$ cat src/rtl/pmd_pkg.sv
// Summary of operation
// RULE1: signed-unsigned mac adds 32-bit product
// RULE2: first source signed, second source unsigned
// RULE3: mac takes two cycles, one word
// RULE4: short move reaches lowest 64 words
// RULE5: register, memory and immediate moves supported
// RULE6: conditional transfer writes only when true
// RULE7: dual move-only read does no arithmetic
// RULE8: parallel move is single or dual read
// RULE9: parallel move only beside arithmetic ops
// RULE10: peripherals reached as data memory words
// RULE11: full accumulator to 16 bits saturates
// RULE12: accumulator word portion source never saturates
// RULE13: saturation sets sticky limit flag
// RULE14: load into accumulator sign-extends, zeroes low
// RULE15: high-word destination alters only that word
// RULE16: parallel move post-increments by one or offset
// RULE17: seventeen alu ops accept single parallel move
// RULE18: alu source may feed the parallel move
// RULE19: stream never doubles the alu destination
// RULE20: test and compare allow accumulator destination; the code still rejects the high-word destination
// RULE21: duplicate destination rejected, not executed
package pmd_pkg;
  localparam int PMD_ACC_W = 36;
  localparam int PMD_WORD_W = 16;
  localparam int PMD_ADDR_W = 16;
  localparam int PMD_SHORT_WORDS = 64;
  localparam int PMD_MAC_CYCLES = 2;
  localparam logic [15:0] PMD_SAT_POS = 16'h7FFF;
  localparam logic [15:0] PMD_SAT_NEG = 16'h8000;
  localparam logic [15:0] PMD_RST_WORD = 16'h0000;
  localparam logic [35:0] PMD_RST_ACC = 36'h000000000;

  typedef enum logic [4:0] {
    PMD_OP_NONE = 5'h00, PMD_OP_ADD = 5'h01, PMD_OP_SUB = 5'h02,
    PMD_OP_CMP = 5'h03, PMD_OP_TFR = 5'h04, PMD_OP_MAC = 5'h05,
    PMD_OP_MPY = 5'h06, PMD_OP_MACR = 5'h07, PMD_OP_MPYR = 5'h08,
    PMD_OP_ABS = 5'h09, PMD_OP_ASL = 5'h0A, PMD_OP_ASR = 5'h0B,
    PMD_OP_CLR = 5'h0C, PMD_OP_RND = 5'h0D, PMD_OP_TST = 5'h0E,
    PMD_OP_INC = 5'h0F, PMD_OP_DEC = 5'h10, PMD_OP_NEG = 5'h11,
    PMD_OP_SUMAC = 5'h12, PMD_OP_JUMP = 5'h13, PMD_OP_LEA = 5'h14,
    PMD_OP_BIT_FIELD_SET_OP = 5'h15, PMD_OP_MOVE = 5'h16, PMD_OP_COND = 5'h17
  } pmd_op_t;

  // register names for move operands
  typedef enum logic [3:0] {
    PMD_R_X0 = 4'h0, PMD_R_Y0 = 4'h1, PMD_R_Y1 = 4'h2,
    PMD_R_A = 4'h3, PMD_R_B = 4'h4, PMD_R_A1 = 4'h5,
    PMD_R_B1 = 4'h6, PMD_R_A0 = 4'h7, PMD_R_B0 = 4'h8,
    PMD_R_NONE = 4'hF
  } pmd_reg_t;

  typedef enum logic [2:0] {
    PMD_MV_NONE = 3'h0, PMD_MV_SINGLE = 3'h1, PMD_MV_DUAL = 3'h2,
    PMD_MV_REG = 3'h3, PMD_MV_IMM = 3'h4, PMD_MV_SHORT = 3'h5
  } pmd_mv_t;

  typedef struct packed {
    pmd_op_t op;
    pmd_reg_t src1;
    pmd_reg_t src2;
    logic dst_b;
    pmd_mv_t mv;
    pmd_reg_t mv_reg;
    logic mv_write;
    logic mv_by_off;
    logic cond_true;
    logic [15:0] imm;
    logic [5:0] short_addr;
  } pmd_instr_t;

  typedef struct packed {
    logic rd;
    logic wr;
    logic [15:0] addr;
    logic [15:0] wdata;
  } pmd_mem_t;
endpackage

$ cat src/rtl/pmd_mac.sv
`timescale 1ns/1ps
module pmd_mac
  import pmd_pkg::*;
(
  input wire logic core_clk,
  input wire logic rst,
  input wire logic start,
  input wire logic [15:0] s1,
  input wire logic [15:0] s2,
  input wire logic [35:0] acc_in,
  output logic done,
  output logic [35:0] acc_out
);
  logic [31:0] prod_reg;
  logic busy_reg;
  logic done_reg;
  logic [35:0] sum_reg;
  wire signed [32:0] prod_full;
  wire [32:0] prod_shift;
  // ----------------------------------------
  // signed by unsigned product
  // ----------------------------------------
  // RULE2: s1 signed s2 unsigned
  assign prod_full = $signed(s1) * $signed({1'b0, s2});
  // RULE1: fractional 32-bit product
  assign prod_shift = {prod_full[31:0], 1'b0};
  always_ff @(posedge core_clk) begin
    if (rst) begin
      prod_reg <= 32'h00000000;
      busy_reg <= 1'b0;
      done_reg <= 1'b0;
      sum_reg <= PMD_RST_ACC;
    end else begin
      busy_reg <= start;
      done_reg <= busy_reg;
      if (start) begin
        prod_reg <= prod_shift[31:0];
      end
      // RULE1: accumulate with sign extension
      if (busy_reg) begin
        sum_reg <= acc_in + {{4{prod_reg[31]}}, prod_reg};
      end
    end
  end
  // RULE3: result after two cycles
  assign done = done_reg;
  assign acc_out = sum_reg;

  a_mac_two_cycles: assert property (@(posedge core_clk) disable iff (rst)
    start |-> ##2 done) else $error("mac not done in two cycles"); // RULE3
endmodule // pmd_mac

$ cat src/rtl/pmd_core.sv
`timescale 1ns/1ps
module pmd_core
  import pmd_pkg::*;
(
  input wire logic core_clk,
  input wire logic rst,
  input wire logic instr_valid,
  input wire pmd_instr_t instr,
  input wire logic [15:0] mem_rdata,
  input wire logic [15:0] mem_rdata2,
  input wire logic limit_clear,
  output pmd_mem_t mem_req,
  output logic [15:0] ptr_addr,
  output logic ready,
  output logic illegal,
  output logic limit_flag,
  output logic [35:0] acc_a,
  output logic [35:0] acc_b,
  output logic [15:0] x0,
  output logic [15:0] y0,
  output logic [15:0] y1
);
  typedef enum logic [1:0] {
    PMD_S_IDLE = 2'b00, PMD_S_MAC = 2'b01, PMD_S_DONE = 2'b10
  } pmd_state_t;

  pmd_state_t state_reg, state_next;
  logic [35:0] a_reg, b_reg;
  logic [15:0] x0_reg, y0_reg, y1_reg;
  logic [15:0] ptr_reg, off_reg;
  logic lim_reg, ill_reg;
  pmd_mem_t mem_reg;
  logic mac_b_reg;
  logic mac_done;
  logic [35:0] mac_out;

  // ----------------------------------------
  // decode
  // ----------------------------------------
  function automatic logic [15:0] rd_reg(input pmd_reg_t r,
      input logic [35:0] a, input logic [35:0] b,
      input logic [15:0] vx0, input logic [15:0] vy0,
      input logic [15:0] vy1);
    logic [15:0] v;
    v = 16'h0000;
    case (r)
      PMD_R_X0: v = vx0;
      PMD_R_Y0: v = vy0;
      PMD_R_Y1: v = vy1;
      PMD_R_A1: v = a[31:16];
      PMD_R_B1: v = b[31:16];
      PMD_R_A0: v = a[15:0];
      PMD_R_B0: v = b[15:0];
      default: v = 16'h0000;
    endcase
    return v;
  endfunction

  // RULE11: full accumulator limited to 16 bits
  function automatic logic [16:0] limit(input logic [35:0] acc);
    logic ext_used;
    ext_used = (acc[35:31] != 5'h00) && (acc[35:31] != 5'h1F);
    if (!ext_used) begin
      return {1'b0, acc[31:16]};
    end
    return {1'b1, acc[35] ? PMD_SAT_NEG : PMD_SAT_POS};
  endfunction

  function automatic logic is_acc_of(input pmd_reg_t r, input logic bsel);
    return bsel ? (r == PMD_R_B || r == PMD_R_B1 || r == PMD_R_B0)
                : (r == PMD_R_A || r == PMD_R_A1 || r == PMD_R_A0);
  endfunction

  wire go = instr_valid && (state_reg == PMD_S_IDLE);
  // RULE17: seventeen ops allow the single move
  wire op_par_ok = (instr.op >= PMD_OP_ADD) && (instr.op <= PMD_OP_NEG);
  // RULE8: dual read only on the listed ops
  wire op_dual_ok = (instr.op == PMD_OP_ADD) || (instr.op == PMD_OP_SUB) ||
    (instr.op == PMD_OP_MAC) || (instr.op == PMD_OP_MPY) ||
    (instr.op == PMD_OP_MACR) || (instr.op == PMD_OP_MPYR) ||
    (instr.op == PMD_OP_MOVE);
  wire is_par = (instr.mv == PMD_MV_SINGLE) || (instr.mv == PMD_MV_DUAL);
  wire test_like = (instr.op == PMD_OP_TST) || (instr.op == PMD_OP_CMP);
  // RULE20: test and compare may target their accumulator or its low word, not its high word
  wire dup_ok = test_like && (instr.mv_reg != (instr.dst_b ? PMD_R_B1
                                                          : PMD_R_A1));
  // RULE19: duplicate destination detection
  wire dup_dst = (instr.mv == PMD_MV_SINGLE) && !instr.mv_write &&
    op_par_ok && is_acc_of(instr.mv_reg, instr.dst_b) && !dup_ok;
  // RULE9: no parallel move on jump, lea, bit set
  wire par_bad = is_par && ((instr.mv == PMD_MV_SINGLE) ? !op_par_ok
                                                        : !op_dual_ok);
  // RULE21: reject illegal encoding
  wire reject = go && (dup_dst || par_bad);
  wire accept = go && !reject;

  // RULE18: alu source may also be move source
  wire [15:0] mv_src = rd_reg(instr.mv_reg, a_reg, b_reg,
                              x0_reg, y0_reg, y1_reg);
  wire [16:0] lim_a = limit(a_reg);
  wire [16:0] lim_b = limit(b_reg);
  // RULE12: word portions never limited
  wire [16:0] st_val = (instr.mv_reg == PMD_R_A) ? lim_a :
                       (instr.mv_reg == PMD_R_B) ? lim_b : {1'b0, mv_src};
  wire mv_load = accept && !instr.mv_write &&
    ((instr.mv == PMD_MV_SINGLE) || (instr.mv == PMD_MV_SHORT) ||
     (instr.mv == PMD_MV_IMM) || (instr.mv == PMD_MV_REG));
  wire mv_store = accept && instr.mv_write &&
    ((instr.mv == PMD_MV_SINGLE) || (instr.mv == PMD_MV_SHORT) ||
     (instr.mv == PMD_MV_IMM));
  // RULE5: load value from memory, immediate or register
  wire [15:0] ld_val = (instr.mv == PMD_MV_IMM) ? instr.imm :
                       (instr.mv == PMD_MV_REG) ? mv_src : mem_rdata;
  wire [15:0] rs_val = rd_reg(instr.src1, a_reg, b_reg,
                              x0_reg, y0_reg, y1_reg);
  // RULE6: conditional transfer only when true
  wire cond_go = accept && (instr.op == PMD_OP_COND) && instr.cond_true;
  // RULE14: sign extend and zero low word
  wire [35:0] ext_ld = {{4{ld_val[15]}}, ld_val, 16'h0000};
  wire [35:0] ext_rs = {{4{rs_val[15]}}, rs_val, 16'h0000};
  wire mac_start = accept && (instr.op == PMD_OP_SUMAC);
  // RULE4: short form confined to low 64 words
  wire [15:0] ea = (instr.mv == PMD_MV_SHORT) ?
                   {10'h000, instr.short_addr} : ptr_reg;
  wire [15:0] step = instr.mv_by_off ? off_reg : 16'h0001;
  wire [15:0] store_word = (instr.mv == PMD_MV_IMM) ? instr.imm
                                                     : st_val[15:0];
  wire sat_hit = mv_store && (instr.mv != PMD_MV_IMM) && st_val[16];

  // ----------------------------------------
  // sequencing
  // ----------------------------------------
  always_comb begin
    state_next = state_reg;
    case (state_reg)
      PMD_S_IDLE: if (mac_start) begin
        state_next = PMD_S_MAC;
      end
      PMD_S_MAC: state_next = PMD_S_DONE;
      PMD_S_DONE: state_next = PMD_S_IDLE;
      default: state_next = PMD_S_IDLE;
    endcase
  end

  pmd_mac u_mac (
    .core_clk(core_clk),
    .rst(rst),
    .start(mac_start),
    .s1(rs_val),
    .s2(rd_reg(instr.src2, a_reg, b_reg, x0_reg, y0_reg, y1_reg)),
    // latched select: instr may change while the mac runs
    .acc_in(mac_b_reg ? b_reg : a_reg),
    .done(mac_done),
    .acc_out(mac_out)
  );

  always_ff @(posedge core_clk) begin
    if (rst) begin
      state_reg <= PMD_S_IDLE;
      ptr_reg <= PMD_RST_WORD;
      off_reg <= PMD_RST_WORD;
      ill_reg <= 1'b0;
      mac_b_reg <= 1'b0;
      mem_reg <= '0;
    end else begin
      state_reg <= state_next;
      ill_reg <= reject;
      if (mac_start) begin
        mac_b_reg <= instr.dst_b;
      end
      // RULE10: peripherals sit in data space
      mem_reg.rd <= accept && !instr.mv_write &&
        ((instr.mv == PMD_MV_SINGLE) || (instr.mv == PMD_MV_SHORT) ||
         (instr.mv == PMD_MV_DUAL));
      mem_reg.wr <= mv_store;
      mem_reg.addr <= ea;
      mem_reg.wdata <= store_word;
      // RULE16: post-increment by one or offset
      if (accept && (instr.mv == PMD_MV_SINGLE || instr.mv == PMD_MV_DUAL)) begin
        ptr_reg <= ptr_reg + step;
      end
    end
  end

  always_ff @(posedge core_clk) begin
    if (rst) begin
      lim_reg <= 1'b0;
    end else if (sat_hit) begin
      // RULE13: set wins over clear
      lim_reg <= 1'b1;
    end else if (limit_clear) begin
      lim_reg <= 1'b0;
    end
  end

  always_ff @(posedge core_clk) begin
    if (rst) begin
      a_reg <= PMD_RST_ACC;
      b_reg <= PMD_RST_ACC;
    end else begin
      if (mac_done && !mac_b_reg) begin
        a_reg <= mac_out;
      end else if (mv_load && instr.mv_reg == PMD_R_A) begin
        a_reg <= ext_ld;
      end else if (mv_load && instr.mv_reg == PMD_R_A1) begin
        // RULE15: only the high word changes
        a_reg[31:16] <= ld_val;
      end else if (mv_load && instr.mv_reg == PMD_R_A0) begin
        a_reg[15:0] <= ld_val;
      end else if (cond_go && !instr.dst_b) begin
        a_reg <= ext_rs;
      end
      if (mac_done && mac_b_reg) begin
        b_reg <= mac_out;
      end else if (mv_load && instr.mv_reg == PMD_R_B) begin
        b_reg <= ext_ld;
      end else if (mv_load && instr.mv_reg == PMD_R_B1) begin
        b_reg[31:16] <= ld_val;
      end else if (mv_load && instr.mv_reg == PMD_R_B0) begin
        b_reg[15:0] <= ld_val;
      end else if (cond_go && instr.dst_b) begin
        b_reg <= ext_rs;
      end
    end
  end

  always_ff @(posedge core_clk) begin
    if (rst) begin
      x0_reg <= PMD_RST_WORD;
      y0_reg <= PMD_RST_WORD;
      y1_reg <= PMD_RST_WORD;
    end else if (accept && instr.mv == PMD_MV_DUAL) begin
      // RULE7: dual reads load registers only
      y0_reg <= mem_rdata;
      x0_reg <= mem_rdata2;
    end else if (mv_load) begin
      if (instr.mv_reg == PMD_R_X0) begin
        x0_reg <= ld_val;
      end
      if (instr.mv_reg == PMD_R_Y0) begin
        y0_reg <= ld_val;
      end
      if (instr.mv_reg == PMD_R_Y1) begin
        y1_reg <= ld_val;
      end
    end
  end

  assign mem_req = mem_reg;
  assign ptr_addr = ptr_reg;
  // mac holds the datapath for the two cycles after its start
  assign ready = (state_reg == PMD_S_IDLE);
  assign illegal = ill_reg;
  assign limit_flag = lim_reg;
  assign acc_a = a_reg;
  assign acc_b = b_reg;
  assign x0 = x0_reg;
  assign y0 = y0_reg;
  assign y1 = y1_reg;

  // ----------------------------------------
  // checks
  // ----------------------------------------
  a_limit_sticky: assert property (@(posedge core_clk) disable iff (rst)
    sat_hit |=> limit_flag) else $error("limit not set"); // RULE13
  a_limit_hold: assert property (@(posedge core_clk) disable iff (rst)
    limit_flag && !limit_clear |=> limit_flag)
    else $error("limit dropped"); // RULE13
  a_reject_dup: assert property (@(posedge core_clk) disable iff (rst)
    go && dup_dst |=> illegal && $stable(acc_a))
    else $error("duplicate not rejected"); // RULE21
  a_no_par_jump: assert property (@(posedge core_clk) disable iff (rst)
    go && is_par && instr.op == PMD_OP_JUMP |=> illegal)
    else $error("jump move accepted"); // RULE9
  a_mac_busy: assert property (@(posedge core_clk) disable iff (rst)
    mac_start |=> !ready ##1 !ready ##1 ready)
    else $error("mac timing wrong"); // RULE3
  a_short_range: assert property (@(posedge core_clk) disable iff (rst)
    accept && instr.mv == PMD_MV_SHORT |=>
    mem_req.addr < PMD_SHORT_WORDS) else $error("short out of range"); // RULE4
  a_cond_false: assert property (@(posedge core_clk) disable iff (rst)
    accept && instr.op == PMD_OP_COND && !instr.cond_true &&
    instr.mv == PMD_MV_NONE |=> $stable(acc_a) && $stable(acc_b))
    else $error("false transfer wrote"); // RULE6
  a_sign_ext: assert property (@(posedge core_clk) disable iff (rst)
    mv_load && instr.mv_reg == PMD_R_A && !mac_done |=>
    acc_a[15:0] == 16'h0000 && acc_a[35:32] == {4{acc_a[31]}})
    else $error("bad sign extension"); // RULE14
  c_mac: cover property (@(posedge core_clk) mac_start ##2 mac_done);
  c_sat: cover property (@(posedge core_clk) sat_hit);
  c_dual: cover property (@(posedge core_clk)
    accept && instr.mv == PMD_MV_DUAL);
  c_reject: cover property (@(posedge core_clk) reject);
endmodule // pmd_core

$ cat config.mk
export PLATFORM = sky130hd
export DESIGN_NAME = pmd_core
export DESIGN_NICKNAME = d
export VERILOG_FILES = /design/src/rtl/pmd_pkg.sv /design/src/rtl/pmd_mac.sv /design/src/rtl/pmd_core.sv
export SDC_FILE = /design/constraint.sdc
export NUM_CORES = 1
export LEC_CHECK = 0
export ABC_AREA = 1
export BUFFER_PORTS_ARGS = -buffer_cell sky130_fd_sc_hd__buf_2
export CAP_MARGIN = 30
export CORE_ASPECT_RATIO = 1.5
export CORE_MARGIN = 3
export CORE_UTILIZATION = 55
export CTS_CLUSTER_SIZE = 10
export DETAILED_ROUTE_END_ITERATION = 8
export PLACE_DENSITY_LB_ADDON = 0.25
export RECOVER_POWER = 50
export SLEW_MARGIN = 20
export SYNTH_ARGS = -nofsm -noshare
export SYNTH_HDL_FRONTEND = slang
export SYNTH_SLANG_ARGS = --single-unit
$ cat constraint.sdc
create_clock -name core_clk -period 10.67 [get_ports core_clk]
set_clock_uncertainty 0.05 [all_clocks]
set_input_delay 2.134 -clock core_clk [delete_from_list [all_inputs] [get_ports core_clk]]
set_output_delay 2.134 -clock core_clk [all_outputs]
set_load 0.01 [all_outputs]
==> results_dict.tcl <==
set metrics [dict create \
    outcome "finished, violations left" \
    violations "capacitance limit, slew limit" \
    grt.total_usage 0.421 \
    wirelength_mm 105 \
    cap_viol_max_count 4 \
    clk_path_buf_depth 3 \
    min_period_ns 9.45 \
    ant_nets 0 \
    setup_violations 0 \
    p_comb_frac 0.119 \
    endpoint_kind "flip-flop" \
    synth_compound_area_frac 0.163 \
    antenna_found_initial 3 \
    root_buffer "clkbuf_16" \
    firstDrtPassIters 6 \
    async_flop_share 0 \
    clockPowerShare 0.418 \
    drive_above_1_share 0.0511 \
    synth_fa_ha_area_frac 0.230 \
    synth_edf_count 0 \
    hold_class "reg2reg" \
    wire_per_inst_um 22.9 \
    drc 0 \
    cpPeakStageDelay_ns 0.61 \
    cp-endpoint "u_mac.prod_reg[28]" \
    grt-ovfl-total 0 \
    hold_slack_ns 0.372 \
    grt_pass1_wl_mm 155 \
    grt_pass1_vias 26245 \
    multi_input_area_mm2 0.0165 \
    worstRegToRegCells 28 \
    core_area_mm2 0.0448 \
    vias 26856 \
    cts_tree "done" \
    yosysUniqueCellTypes 49 \
    vdd_drop_max_mv 0.126 \
    cts_hold_buf 0 \
    reg2reg_from "acc_b[4]" \
    n_fill_cell 4483 \
    r2r-end "u_mac.prod_reg[28]" \
    clkSlewWorstSetupHoldPaths_ns 0.06 \
    arrival_ns 9.90 \
    r2r_slack_ns 3.08 \
    crit_path_start "instr[39]" \
    cts.sinks 244 \
    syn_inst 3813 \
    ys_seq_area_frac 0.196 \
    stdcell_count 4580 \
    die_w_um 180 \
    cts_setup_buffers 0 \
    final_cell_mix "nand2_1 (902), inv_1 (777), nor2_1 (379)" \
    start_kind "input port" \
    dp_worst_setup_slack_ns 0.803 \
    syn_to_final_growth_pct 9.02 \
    die_y_um 267 \
    finalHoldViolCount 0 \
    worstMarginPinSlew_ns 3.86 \
    p_sw_frac 0.287 \
    port_buffers 254 \
    syn_area_mm2 0.0250 \
    htree_levels 1 \
    fin_nets 4416 \
    powerDensity_mw_per_mm2 74.7 \
    post-route-worst-setup-slack_ns 1.22 \
    sequentialPowerShare 0.464 \
    yosysWarnings 0 \
    synth-xor-area-share 0.0196 \
    p_int_uw 1450 \
    relSlewSlack -1.57 \
    ys_ff_latch 244 \
    clock_latency_ns 0.58 \
    path_class "in2reg" \
    rsz0062_at_grt "false" \
    rows 95 \
    p_leak_uw 0.0141 \
    slowest_stage "nor4_1" \
    dpl.cell_count 4542 \
    seq_area_mm2 0.00489 \
    final_common_cell "nand2_1" \
    cp_common_cell "inv_1" \
    switchingPower_uw 583 \
    grt_max_degree 80 \
    synth-simple-area-share 0.246 \
    cts_resized 0 \
    crit_fanout 16 \
    viasPerCell 5.86 \
    synth_fp_nets 4237 \
    crit_required_ns 11.12 \
    drtIter0Drc 2980 \
    dp_hpwl_mm 81.8 \
    ys.flop_type "dfxtp_1" \
    fmax_mhz 106 \
    fin_crit_sh 0.886 \
    dieArea_mm2 0.0480 \
    synth_top_family_by_area "simple AND/OR/NAND/NOR gates" \
    setup_tns_ns 0 \
    slew_violations 229 \
    cts_buffers 28 \
    initial_utilization 0.557 \
    avgSynthCellArea_um2 6.55 \
    io_pins 255 \
    synth_mux_area_frac 0 \
    place_congestion 1.08 \
]
metal layers:
layer	vias to the layer above	wire length, µm	track usage
met4	2	11300	0.366
met3	500	9430	0.0713
met1	12533	35000	0.460
met5	-	17	0
li1	12296	-	-
met2	1525	48900	0.709
stage by stage:
step	cell area (µm²)	power [µW]	utilization
5_1_grt	27200	2070	0.607
6_report	27200	2030	0.607
2_1_floorplan	25000	1080	-
3_3_place_gp	26700	1190	0.595
4_1_cts	27400	2020	0.612
3_5_place_dp	26700	1190	0.596
critical path: cells and delay by family:
family | cells | cell delay [ns]
xor+xnor | 1 | 0.14
simple gates | 10 | 2.56
compound gates | 4 | 0.48
buf+inv | 9 | 1.13
fa+ha+maj | 7 | 3.41
worst min-delay path by stage:
stage	slack (ns)	from	endpoint	cells past startpoint
global placement	0.35	state_reg[1]	state_reg[1]	1
detailed placement	0.35	state_reg[1]	state_reg[1]	1
global route	0.39	state_reg[1]	state_reg[1]	1
CTS	0.36	state_reg[1]	state_reg[1]	1
floorplan	0.34	state_reg[1]	state_reg[1]	1
finish	0.37	state_reg[1]	state_reg[1]	1
power by group through the flow:
stage          clock [µW]  sequential (µW)  combinational (µW)
4_1_cts               851              940                 233
3_5_place_dp            0              960                 232
3_3_place_gp            0              961                 230
2_1_floorplan           0              956                 127
5_1_grt               878              942                 255
6_report              849              942                 241
final cells by class:
class,instances,share of cell area
tap,582,0.0268
sequential,244,0.180
clock buffer,31,0.0262
inverter,790,0.109
antenna,3,0.000276
clock inverter,2,0.000782
multi-input combinational,2624,0.605
timing repair buffer,304,0.0525
synth_stat cells, types with 9 or more instances:
cell type | n | share of area
o21ai_1 | 14 | 0.0028
inv_1 | 778 | 0.12
o21ai_0 | 226 | 0.045
a21oi_1 | 247 | 0.050
a21o_1 | 9 | 0.0027
buf_2 | 21 | 0.0042
nor2_1 | 379 | 0.057
nand3_1 | 135 | 0.027
o221ai_1 | 20 | 0.0070
o22ai_1 | 98 | 0.025
buf_1 | 12 | 0.0018
fa_1 | 195 | 0.16
inv_2 | 9 | 0.0014
o2111ai_1 | 12 | 0.0042
nand4_1 | 16 | 0.0040
xnor2_1 | 26 | 0.0091
xor2_1 | 30 | 0.011
nor4_1 | 25 | 0.0063
a31oi_1 | 10 | 0.0025
dfxtp_1 | 244 | 0.20
nand2_1 | 901 | 0.14
clkbuf_1 | 111 | 0.017
ha_1 | 147 | 0.074
o211ai_1 | 34 | 0.010
nor3_1 | 30 | 0.0060
cells by family after synthesis:
| kind of cell | count (synthesis) |
|---|---|
| buffers and inverters | 945 |
| and+or+nand+nor | 1514 |
| adders and majority gates | 342 |
| DFF | 244 |
| xor gates and xnor gates | 56 |
| AOI/OAI and AO/OA | 712 |
(Power assumes the default switching activity.)
